==> src/tx_in_pkg.sv <==
/*
 * Constants for the parallel transmit character input of a four-lane serializer.
 * Assumes one 20 MHz system clock; all link clocks are sampled as data.
 */
`default_nettype none

package tx_in_pkg;
    localparam int LANES = 4;
    // Three-level select encodings
    localparam logic [1:0] SEL_LOW = 2'h0;
    localparam logic [1:0] SEL_MID = 2'h1;
    localparam logic [1:0] SEL_HIGH = 2'h2;
    // Control field codes with the encoder enabled
    localparam logic [1:0] CT_DATA = 2'h0;
    localparam logic [1:0] CT_SPECIAL = 2'h1;
    localparam logic [1:0] CT_FILL = 2'h2;
    localparam logic [1:0] CT_WSYNC = 2'h3;
    // Character kind handed to the encoder
    localparam logic [1:0] KIND_DATA = 2'h0;
    localparam logic [1:0] KIND_SPECIAL = 2'h1;
    localparam logic [1:0] KIND_FILL = 2'h2;
    localparam logic [1:0] KIND_WSYNC = 2'h3;
    // Bad character code (C0.7) sent in place of a parity failure
    localparam logic [9:0] BAD_CHAR_CODE = 10'h0e0;
    // BIST timing in character periods
    localparam logic [9:0] BIST_PERIOD = 10'h1ff;
    localparam logic [9:0] WSYNC_LEN = 10'h010;
    localparam logic [4:0] BIST_LONG = 5'h11;
    localparam logic [4:0] BIST_SHORT = 5'h01;
    // Align buffer occupancy model
    localparam logic [2:0] OCC_CENTER = 3'h2;
    localparam logic [2:0] OCC_MAX = 3'h3;
    localparam logic [1:0] RECENTER_EDGES = 2'h2;
    // APB register map
    localparam logic [7:0] ADDR_CTRL = 8'h00;
    localparam logic [7:0] ADDR_STATUS = 8'h04;
    localparam logic [7:0] ADDR_MASK = 8'h08;
    localparam logic [31:0] CTRL_RESET = 32'h0000_0000;
    // Control register fields
    localparam int F_CKSEL = 0;
    localparam int F_HALF = 2;
    localparam int F_RXSEL = 3;
    localparam int F_MODE = 5;
    localparam int F_PAR = 7;
    localparam int F_BIST = 9;
    // Status fields: parity [3:0], BIST pass [7:4], align fault [11:8]
    localparam int S_PAR = 0;
    localparam int S_BIST = 4;
    localparam int S_ALIGN = 8;
endpackage

`default_nettype wire

==> src/tx_char_input.sv <==
/*
 * Transmit character input register, parity checker, BIST progress and
 * phase-align fault reporting for four lanes, with an APB register slave.
 * Assumes reference and lane clocks are slow against clk (at least 4x),
 * and that host data is stable around the selected capture edge.
 */
`default_nettype none

module tx_char_input
    import tx_in_pkg::*;
(
    input wire logic clk,
    input wire logic rstn,
    input wire logic psel,
    input wire logic penable,
    input wire logic pwrite,
    input wire logic [7:0] paddr,
    input wire logic [31:0] pwdata,
    output logic [31:0] prdata,
    output logic pready,
    output logic pslverr,
    input wire logic reference_clock_in,
    input wire logic [3:0] per_lane_tx_clock,
    input wire logic [3:0][7:0] tx_char_byte,
    input wire logic [3:0][1:0] tx_char_control,
    input wire logic [3:0] tx_odd_parity_in,
    input wire logic special_char_select,
    input wire logic tx_align_recenter_n,
    output logic [3:0] tx_lane_fault_flag,
    output logic [3:0][9:0] tx_enc_char,
    output logic [3:0][1:0] tx_char_kind,
    output logic [3:0] tx_char_valid,
    output logic irq
);

    ////////////////////////////////////////////////////////////////////////
    // Odd parity check; true when the character is good
    function automatic logic odd_ok(input logic [7:0] b, input logic [1:0] c,
                                    input logic p, input logic with_ctrl);
        odd_ok = (^b) ^ p ^ (with_ctrl & (^c));
    endfunction

    ////////////////////////////////////////////////////////////////////////
    // Two-flop synchronisers for every pin from outside clk
    logic ref_s1, ref_s2, ref_s3;
    logic [3:0] lck_s1, lck_s2, lck_s3;
    logic [3:0][7:0] byte_s1, byte_s2;
    logic [3:0][1:0] ctl_s1, ctl_s2;
    logic [3:0] par_s1, par_s2;
    logic scs_s1, scs_s2, rcn_s1, rcn_s2;

    always_ff @(posedge clk or negedge rstn)
    begin
        if (!rstn)
        begin
            {ref_s1, ref_s2, ref_s3} <= 3'h0;
            {lck_s1, lck_s2, lck_s3} <= 12'h000;
            byte_s1 <= '0;
            byte_s2 <= '0;
            ctl_s1 <= '0;
            ctl_s2 <= '0;
            par_s1 <= 4'hf;
            par_s2 <= 4'hf;
            {scs_s1, scs_s2} <= 2'h0;
            {rcn_s1, rcn_s2} <= 2'h3;
        end
        else
        begin
            {ref_s1, ref_s2, ref_s3} <= {reference_clock_in, ref_s1, ref_s2};
            {lck_s1, lck_s2, lck_s3} <= {per_lane_tx_clock, lck_s1, lck_s2};
            byte_s1 <= tx_char_byte;
            byte_s2 <= byte_s1;
            ctl_s1 <= tx_char_control;
            ctl_s2 <= ctl_s1;
            par_s1 <= tx_odd_parity_in;
            par_s2 <= par_s1;
            {scs_s1, scs_s2} <= {special_char_select, scs_s1};
            {rcn_s1, rcn_s2} <= {tx_align_recenter_n, rcn_s1};
        end
    end

    ////////////////////////////////////////////////////////////////////////
    // Configuration fields and edge strobes
    logic [31:0] ctrl, mask, status;
    logic [1:0] cksel, rxsel, mode, parsel;
    logic half;
    logic [3:0] bist_en;
    logic ref_rise, ref_fall, ref_tick, enc_on, align_on, sc_strobe;
    logic [3:0] lane_rise, strobe;
    logic [9:0] bist_last;

    assign cksel = ctrl[F_CKSEL +: 2];
    assign half = ctrl[F_HALF];
    assign rxsel = ctrl[F_RXSEL +: 2];
    assign mode = ctrl[F_MODE +: 2];
    assign parsel = ctrl[F_PAR +: 2];
    assign bist_en = ctrl[F_BIST +: 4];
    assign enc_on = (mode != SEL_LOW);
    assign align_on = (cksel != SEL_LOW) || half;
    assign ref_rise = ref_s2 & ~ref_s3;
    assign ref_fall = ~ref_s2 & ref_s3;
    // Character-rate tick; half rate uses both reference edges
    assign ref_tick = ref_rise | (half & ref_fall);
    assign lane_rise = lck_s2 & ~lck_s3;
    // Lane A clock is per_lane_tx_clock[0]
    assign sc_strobe = (cksel == SEL_MID) ? lane_rise[0] : strobe[0];
    assign bist_last = (rxsel == SEL_MID) ? BIST_PERIOD - 10'h001
                                          : BIST_PERIOD + WSYNC_LEN - 10'h001;

    // Capture strobe per lane from the input clock select
    always_comb
    begin
        for (int i = 0; i < LANES; i++)
        begin
            case (cksel)
                SEL_LOW: strobe[i] = ref_tick;
                SEL_MID: strobe[i] = lane_rise[i];
                SEL_HIGH: strobe[i] = lane_rise[0];
                default: strobe[i] = ref_tick;
            endcase
        end
    end

    ////////////////////////////////////////////////////////////////////////
    // Lane datapath, BIST progress and align fault state
    logic sc_cap, next_sc_cap;
    logic [3:0][9:0] next_enc_char;
    logic [3:0][1:0] next_kind;
    logic [3:0] next_valid, par_pend, next_par_pend, fault_a, next_fault_a;
    logic [3:0] next_fault, perr, wsync_sent;
    logic [3:0][9:0] bist_cnt, next_bist_cnt;
    logic [3:0][4:0] bist_left, next_bist_left;
    logic [3:0][2:0] occ, next_occ;
    logic [1:0] rc_cnt, next_rc_cnt;
    logic recenter_hit;
    logic [11:0] events;

    always_comb
    begin
        next_sc_cap = sc_strobe ? scs_s2 : sc_cap;
        // Recenter needs two consecutive low reference rising edges
        next_rc_cnt = rc_cnt;
        if (ref_rise)
            next_rc_cnt = rcn_s2 ? 2'h0 : ((rc_cnt == RECENTER_EDGES) ? rc_cnt : rc_cnt + 2'h1);
        recenter_hit = ref_rise && !rcn_s2 && (rc_cnt == RECENTER_EDGES - 2'h1);
        events = 12'h000;
        for (int i = 0; i < LANES; i++)
        begin
            next_enc_char[i] = tx_enc_char[i];
            next_kind[i] = tx_char_kind[i];
            next_valid[i] = strobe[i];
            perr[i] = (parsel != SEL_LOW) &&
                      !odd_ok(byte_s2[i], ctl_s2[i], par_s2[i], parsel == SEL_HIGH);
            wsync_sent[i] = strobe[i] && enc_on && (ctl_s2[i] == CT_WSYNC) && next_sc_cap;
            if (strobe[i])
            begin
                // Bypassed: control bits are the top two data bits
                next_enc_char[i] = perr[i] ? BAD_CHAR_CODE : {ctl_s2[i], byte_s2[i]};
                case (ctl_s2[i])
                    CT_DATA: next_kind[i] = KIND_DATA;
                    CT_SPECIAL: next_kind[i] = KIND_SPECIAL;
                    CT_FILL: next_kind[i] = KIND_FILL;
                    CT_WSYNC: next_kind[i] = next_sc_cap ? KIND_WSYNC : KIND_SPECIAL;
                    default: next_kind[i] = KIND_DATA;
                endcase
                if (!enc_on)
                    next_kind[i] = KIND_DATA;
            end
            // Parity pend lasts one character tick; set wins over clear
            next_par_pend[i] = (par_pend[i] && !ref_tick) || (strobe[i] && perr[i]);
            events[S_PAR + i] = strobe[i] && perr[i];
            // BIST pass counter at character rate
            next_bist_cnt[i] = bist_cnt[i];
            next_bist_left[i] = bist_left[i];
            if (!bist_en[i])
            begin
                next_bist_cnt[i] = 10'h000;
                next_bist_left[i] = 5'h00;
            end
            else if (ref_tick)
            begin
                if (bist_left[i] != 5'h00)
                    next_bist_left[i] = bist_left[i] - 5'h01;
                if (bist_cnt[i] >= bist_last)
                begin
                    next_bist_cnt[i] = 10'h000;
                    next_bist_left[i] = (rxsel != SEL_MID && enc_on) ? BIST_LONG : BIST_SHORT;
                    events[S_BIST + i] = 1'b1;
                end
                else
                    next_bist_cnt[i] = bist_cnt[i] + 10'h001;
            end
            // Align buffer: lane writes raise, character reads lower occupancy
            next_occ[i] = occ[i];
            next_fault_a[i] = fault_a[i];
            if (!align_on || recenter_hit)
                next_occ[i] = OCC_CENTER;
            else if (strobe[i] && !ref_tick)
                next_occ[i] = (occ[i] == OCC_MAX) ? occ[i] : occ[i] + 3'h1;
            else if (ref_tick && !strobe[i])
                next_occ[i] = (occ[i] == 3'h0) ? occ[i] : occ[i] - 3'h1;
            if (align_on && (recenter_hit || wsync_sent[i]))
                next_fault_a[i] = 1'b0;
            if (align_on && !recenter_hit && ((strobe[i] && !ref_tick && occ[i] == OCC_MAX) ||
                (ref_tick && !strobe[i] && occ[i] == 3'h0)))
            begin
                next_fault_a[i] = 1'b1;
                events[S_ALIGN + i] = !fault_a[i];
            end
            if (!align_on)
                next_fault_a[i] = 1'b0;
            // Flag changes only at character ticks; BIST replaces parity
            next_fault[i] = tx_lane_fault_flag[i];
            if (ref_tick)
                next_fault[i] = bist_en[i] ? (next_bist_left[i] != 5'h00)
                                           : (next_par_pend[i] || next_fault_a[i]);
        end
    end

    always_ff @(posedge clk or negedge rstn)
    begin
        if (!rstn)
        begin
            sc_cap <= 1'b0;
            rc_cnt <= 2'h0;
            tx_enc_char <= '0;
            tx_char_kind <= '0;
            tx_char_valid <= 4'h0;
            par_pend <= 4'h0;
            bist_cnt <= '0;
            bist_left <= '0;
            occ <= {LANES{OCC_CENTER}};
            fault_a <= 4'h0;
            tx_lane_fault_flag <= 4'h0;
        end
        else
        begin
            sc_cap <= next_sc_cap;
            rc_cnt <= next_rc_cnt;
            tx_enc_char <= next_enc_char;
            tx_char_kind <= next_kind;
            tx_char_valid <= next_valid;
            par_pend <= next_par_pend;
            bist_cnt <= next_bist_cnt;
            bist_left <= next_bist_left;
            occ <= next_occ;
            fault_a <= next_fault_a;
            tx_lane_fault_flag <= next_fault;
        end
    end

    ////////////////////////////////////////////////////////////////////////
    // APB slave: zero-wait, pready raised in the first access cycle
    logic [31:0] next_ctrl, next_mask, next_status, next_prdata;
    logic next_pready, next_pslverr, next_irq, setup, done;
    logic map_hit;

    assign setup = psel && !penable;
    assign done = psel && penable && pready;
    assign map_hit = (paddr == ADDR_CTRL) || (paddr == ADDR_STATUS) || (paddr == ADDR_MASK);

    always_comb
    begin
        next_ctrl = ctrl;
        next_mask = mask;
        next_pready = setup;
        next_pslverr = setup && !map_hit;
        next_prdata = prdata;
        next_status = status;
        if (setup)
        begin
            case (paddr)
                ADDR_CTRL: next_prdata = ctrl;
                ADDR_STATUS: next_prdata = status;
                ADDR_MASK: next_prdata = mask;
                default: next_prdata = 32'h0000_0000;
            endcase
        end
        if (done && pwrite && paddr == ADDR_CTRL)
            next_ctrl = {19'h00000, pwdata[12:0]};
        if (done && pwrite && paddr == ADDR_MASK)
            next_mask = {20'h00000, pwdata[11:0]};
        // Read clears only the bits returned; a new event still wins
        if (done && !pwrite && paddr == ADDR_STATUS)
            next_status = status & ~prdata;
        next_status = next_status | {20'h00000, events};
        next_irq = |(status & mask);
    end

    always_ff @(posedge clk or negedge rstn)
    begin
        if (!rstn)
        begin
            ctrl <= CTRL_RESET;
            mask <= 32'h0000_0000;
            status <= 32'h0000_0000;
            prdata <= 32'h0000_0000;
            pready <= 1'b0;
            pslverr <= 1'b0;
            irq <= 1'b0;
        end
        else
        begin
            ctrl <= next_ctrl;
            mask <= next_mask;
            status <= next_status;
            prdata <= next_prdata;
            pready <= next_pready;
            pslverr <= next_pslverr;
            irq <= next_irq;
        end
    end
endmodule

`default_nettype wire

==> config.mk <==
export PLATFORM = sky130hd
export DESIGN_NAME = tx_char_input
export DESIGN_NICKNAME = d
export VERILOG_FILES = /design/src/tx_in_pkg.sv /design/src/tx_char_input.sv
export SDC_FILE = /design/constraint.sdc
export NUM_CORES = 1
export LEC_CHECK = 0
export ABC_CLOCK_PERIOD_IN_PS = 4050
export BUFFER_PORTS_ARGS = -buffer_cell sky130_fd_sc_hd__buf_2
export CAP_MARGIN = 20
export CORE_UTILIZATION = 50
export CTS_CLUSTER_DIAMETER = 50
export DETAILED_ROUTE_END_ITERATION = 10
export HOLD_SLACK_MARGIN = 0.12
export PLACE_DENSITY = 0.7
export SLEW_MARGIN = 20
export SYNTH_ARGS = -nofsm -noshare
export SYNTH_HDL_FRONTEND = slang
export SYNTH_SLANG_ARGS = --single-unit
==> constraint.sdc <==
create_clock -name clk -period 4.05 [get_ports clk]
set_input_delay 0.81 -clock clk [delete_from_list [all_inputs] [get_ports clk]]
set_output_delay 0.81 -clock clk [all_outputs]
set_load 0.01 [all_outputs]
# Word level (Yosys, flattened, before mapping)
# Cells that the tools add are included.
word_totals:
  ff_bits: 338
  latchBits: 0
  ramBits: 0
  rom_bits: 0
  input_bits: 96
  out_inout_bits: 91
  wordCells: 388
  n_memories: 0
op_classes:
  add_sub_neg: 17
  n_mul: 0
  div: 0
  n_lt_le_gt_ge: 4
  eq_ne: 38
  shift: 0
  muxes: 105
  bitwise_logic: 24
  reduce_logical: 139
op_table:
  columns: ["operator", "count"]
  rows:
  - ["$mux W10", 17]
  - ["$pmux W32 S3", 1]
  - ["$mux W5", 17]
  - ["$logic_and A1 B1 Y1", 61]
  - ["$mux W3", 20]
  - ["$add A10 B1 Y10 const B", 4]
  - ["$ge A10 B10 Y1", 4]
  - ["$reduce_bool A5 Y1", 8]
  - ["$mux W1", 35]
  - ["$and A32 B12 Y32", 1]
  - ["$and A32 B32 Y32", 1]
  - ["$mux W32", 1]
  - ["$not A32 Y32", 1]
  - ["$or A32 B12 Y32", 1]
  - ["$pmux W2 S4", 4]
  - ["$reduce_or A32 Y1", 1]
  - ["$reduce_xor A8 Y1", 4]
  - ["$eq A2 B2 Y1 const B", 11]
  - ["$logic_or A1 B1 Y1", 20]
  - ["$sub A5 B1 Y5 const B", 4]
  - ["$logic_not A1 Y1", 19]
  - ["$ne A3 B3 Y1 const B", 6]
  - ["$eq A2 B1 Y1 const B", 7]
  - ["$mux W2", 7]
  - ["other kinds (25)", 72]

# Depth between registers and ports, before layout
depth:
  ltp_word: 15
  ltp_mapped: 15
  ltp_nobuf: 12

# Worst setup path before layout
# OpenSTA, ideal clock, no wires.
synth_timing:
  path_kind: "reg-to-reg"
  start: "register ctrl[4]"
  end: "register tx_lane_fault_flag[1]"
  t_arrival_ns: 2.745
  required_time_ns: 3.921
  path_slack_ns: 1.175
  stages_incl_launch_ff: 11
  path_buffers: 1
  period_less_slack_ns: 2.875
  path_cell_list: "dfrtp_1 > nand2b_1 > inv_1 > ha_1 > a211oi_1 > o2bb2ai_1 > a21oi_1 > or3b_2 > clkbuf_1 > o32ai_1 > a21oi_1"
synth_via:
  elab_chain_cells: 8
  word_cells_on_any_way: 11
  cone_classes: "order compare (1); eq/ne (2); mux (6); reduce/logical (2)"
synth_rtl:
  columns: ["element", "line_no", "source"]
  rows:
  - ["start: declaration", "tx_char_input.sv:84", "logic [31:0] ctrl, mask, status;"]
  - ["start signal: assignment", "tx_char_input.sv:304", "ctrl <= next_ctrl;"]
  - ["$eq A2 B1 Y1 or $ne A2 B1 Y1 (tied branches)", "tx_char_input.sv:107, tx_char_input.sv:187", null]
  - ["$mux W10 or $logic_and A1 B1 Y1 (tied branches)", "tx_char_input.sv:107, tx_char_input.sv:187", null]
  - ["$ge A10 B10 Y1 or $mux W5 (tied branches)", "tx_char_input.sv:184, tx_char_input.sv:187", null]
  - ["$mux W5 *", "tx_char_input.sv:184", "if (bist_cnt[i] >= bist_last)"]
  - ["$mux W5 *", "tx_char_input.sv:180", "else if (ref_tick)"]
  - ["$mux W5 *", "tx_char_input.sv:175", "if (!bist_en[i])"]
  - ["$reduce_bool A5 Y1 *", "tx_char_input.sv:215", "next_fault[i] = bist_en[i] ? (next_bist_left[i] != 5'h00)"]
  - ["$mux W1 *", "tx_char_input.sv:215", null]
  - ["end signal: assignment", "tx_char_input.sv:248", "tx_lane_fault_flag <= next_fault;"]
  - ["end: declaration", "tx_char_input.sv:29", "output logic [3:0] tx_lane_fault_flag,"]
# Every way passes the cells marked *; elsewhere a longest branch is shown, timed or not.
# A chain may end at the register's enable or synchronous reset.

# Worst setup path after layout
layout_timing:
  start: "register ctrl[3]"
  end: "register tx_lane_fault_flag[1]"
# Same word-level chain as after synthesis.

==> results.py <==
metrics = {
    "run_status": {
        "outcome": "finished, final reports clean",
    },
    "clock_tree": {
        "cts-root-buf": "clkbuf_16",
        "post_cts_buffers": 0,
        "clock_latency_ns": 0.54,
        "cts.htree.levels": 2,
        "post_cts_resized": 0,
        "clock_sinks": 334,
        "clk_pin_slew_ns": 0.06,
        "clockBufferDepth": 3,
        "cts_buffers": 40,
        "ctsHoldBuffers": 0,
        "tritoncts": "yes",
    },
    "timing": {
        "min_period_ns": 3.109,
        "fmaxAchievable_ghz": 0.3217,
        "finalHoldViolations": 0,
        "setup_viol": 0,
        "tns_ns": 0,
        "rsz0062_at_grt": "false",
        "drv_slew": 0,
        "max_slew_margin": 0.3646,
        "period_share": 0.7676,
        "worst_pin_slew_ns": 0.9511,
        "skew_ns": 0.01529,
    },
    "setup_path": {
        "cp_max_fo": 9,
        "path_class": "register to register",
        "arrival_ns": 3.50,
        "cp-start-kind": "register",
        "worstPathRequired_ns": 4.44,
        "cp-end-kind": "register",
    },
    "route": {
        "vias": 10720,
        "wl_per_cell_um": 17.21,
        "drtIter0Drc": 671,
        "drt_pass1_iterations": 5,
        "drtAntennaViolNets": 0,
        "post_drt_via_cell_ratio": 5.512,
        "drc_errors": 0,
        "routed_wl_mm": 33.46,
    },
    "hold_path": {
        "min_path_type": "input pin to asynchronous set/reset pin",
    },
    "floorplanning": {
        "fp.dieH_um": 174.0,
        "rows": 62,
        "die_x_um": 174.0,
        "design.die.area_mm2": 0.03027,
        "initial_core_util": 0.5110,
        "coreArea_mm2": 0.02894,
        "io_pins": 187,
    },
    "placed_design": {
        "hpwl_mm": 23.36,
        "dpl_cell_area_mm2": 0.01609,
        "gp_congestion": 0.8460,
        "portBuffers": 167,
    },
    "yosys": {
        "synth_ff_type": "dfrtp_1",
        "synthArstFlopShare": 1.000,
        "synth_edf_count": 0,
        "ys_warn_count": 0,
        "seq_area_frac_synth": 0.5664,
        "netlist_instances": 1346,
        "syn-num-nets": 1501,
        "ys_ff_latch": 334,
        "synth.distinct_cells": 85,
        "avgSynthCellArea_um2": 10.99,
        "syn-cell-area_mm2": 0.01479,
    },
    "final_layout": {
        "final_cell_mix": "320 x dfrtp_1, 166 x buf_2, 161 x nand2_1, 94 x nor2_1, 76 x a21oi_1",
        "synthToLayoutAreaGrowth_pct": 17.99,
        "fin_nets": 1680,
        "final_common_cell": "dfrtp_1",
        "drive_gt1_frac": 0.2062,
        "n_fill_cell": 2318,
        "fin_area_mm2": 0.01745,
    },
    "grt": {
        "grt-ovfl-total": 0,
        "grt_pass1_wl_mm": 55.63,
        "antenna_found_initial": 4,
        "grt_max_degree": 82,
        "grt_pass1_vias": 10710,
        "track_usage": 0.2297,
    },
    "power": {
        "vdd_drop_max_mv": 0.3605,
        "leakagePower_nw": 8.205,
        "power_density_mw_per_mm2": 439.1,
    },
    "flow_run": {
        "max_cap_viol_count": 0,
    },
}
[layout make-up]
type | count | area (µm²) | area share
well taps | 384 | 480.5 | 0.02754
inverters | 51 | 191.4 | 0.01097
repair buffers | 188 | 1041 | 0.05967
flip-flops and latches | 334 | 8376 | 0.4801
diodes | 3 | 7.507 | 0.0004303
multi-input cells | 910 | 6000 | 0.3439
clock inverters | 15 | 197.7 | 0.01133
clock buffers | 59 | 1154 | 0.06612
[cells in the mapped netlist (all sizes together) (12+ instances only)]
library cell / instances / area, µm²
a22o: 28 / 245.2
a21o: 13 / 98.85
mux2i: 17 / 173.9
o21ai: 81 / 405.4
and2: 16 / 100.1
nor3: 25 / 140.1
buf: 23 / 127.6
nand4: 15 / 93.84
nand3: 29 / 145.1
inv: 51 / 191.4
mux2: 27 / 307.8
xor2: 25 / 219.0
ha: 55 / 688.2
nor2b: 16 / 100.1
nand2b: 12 / 90.09
nor2: 99 / 389.1
nand3b: 15 / 112.6
a21boi: 23 / 172.7
xnor2: 40 / 350.3
clkbuf: 28 / 105.1
dfrtp: 320 / 8008
dfstp: 14 / 367.9
a21oi: 78 / 405.4
nand2: 162 / 610.6
and3: 14 / 87.58
[where the power goes]
| part | total, mW | internal, mW | switching, mW | leakage, nW |
|---|---|---|---|---|
| sequential | 3.54 | 3.47 | 0.0730 | 4.30 |
| clock | 3.61 | 2.19 | 1.41 | 0.661 |
| combinational | 0.511 | 0.204 | 0.307 | 3.24 |
[cell families (layout without fill, tap and decap cells)]
kind of cell / after synthesis / count (layout) / share of synthesized area
buffers and inverters: 102 / 313 / 0.02868
flip-flops: 334 / 334 / 0.5664
other: 0 / 3 / 0
adder cells (fa/ha/maj): 59 / 59 / 0.05195
AO/OA/AOI/OAI: 311 / 311 / 0.1407
XOR/XNOR: 66 / 66 / 0.04002
AND/OR/NAND/NOR: 430 / 430 / 0.1396
multiplexers: 44 / 44 / 0.03258
[final timing paths]
path / from / endpoint / slack [ns] / cells after the start
setup / recovery: ctrl[3] / tx_lane_fault_flag[1] / 0.94 / 9
hold / removal: rstn / bist_cnt[3] / 0.27 / 1
setup reg to reg: ctrl[3] / tx_lane_fault_flag[1] / 0.94 / 9
hold reg to reg: byte_s1[24] / byte_s2[24] / 0.34 / 0
max in group asynchronous: rstn / byte_s2[28] / 2.75 / 2
min in group clk: byte_s1[24] / byte_s2[24] / 0.34 / 0
[layer usage]
metal | wire length [µm] | global-route usage | up-vias
li1 | - | - | 5081
met1 | 14550 | 0.3057 | 5311
met2 | 15840 | 0.3705 | 263
met3 | 2348 | 0.06212 | 57
met4 | 697 | 0.06469 | 4
met5 | 21 | 0 | -
[worst max-delay path: stages (launching register included)]
cell       delay, ns
dfrtp_1         0.41
nand2b_1        0.37
inv_1           0.26
ha_1            0.36
a211oi_1        0.32
o2bb2ai_1       0.17
a21oi_1         0.14
or3b_2          0.57
o32ai_1         0.30
a21oi_1         0.06
[per-stage QoR]
step	std cells	total power [mW]	setup WS, ns	util	hold slack [ns]
after floorplan	1346	3.868	1.175	-	0.3312
after global placement	1867	4.102	1.073	0.5560	0.3314
after detailed placement	1867	4.116	0.9646	0.5560	0.3347
after CTS	1941	7.740	0.9528	0.6027	0.2990
after global routing	1942	7.948	0.6924	0.6028	0.3342
final	1944	7.661	0.9411	0.6030	0.2717
[registers in the layout (all words and copies together) (netlist names), 8 cells and up]
name and count:
status 32, tx_char_kind 8, ctl_s2 8, ctl_s1 8, bist_left 20, occ 12
byte_s1 32, ctrl 13, mask 12, prdata 32, tx_enc_char 40, byte_s2 32
bist_cnt 40
Power figures use the tool's default switching activity.
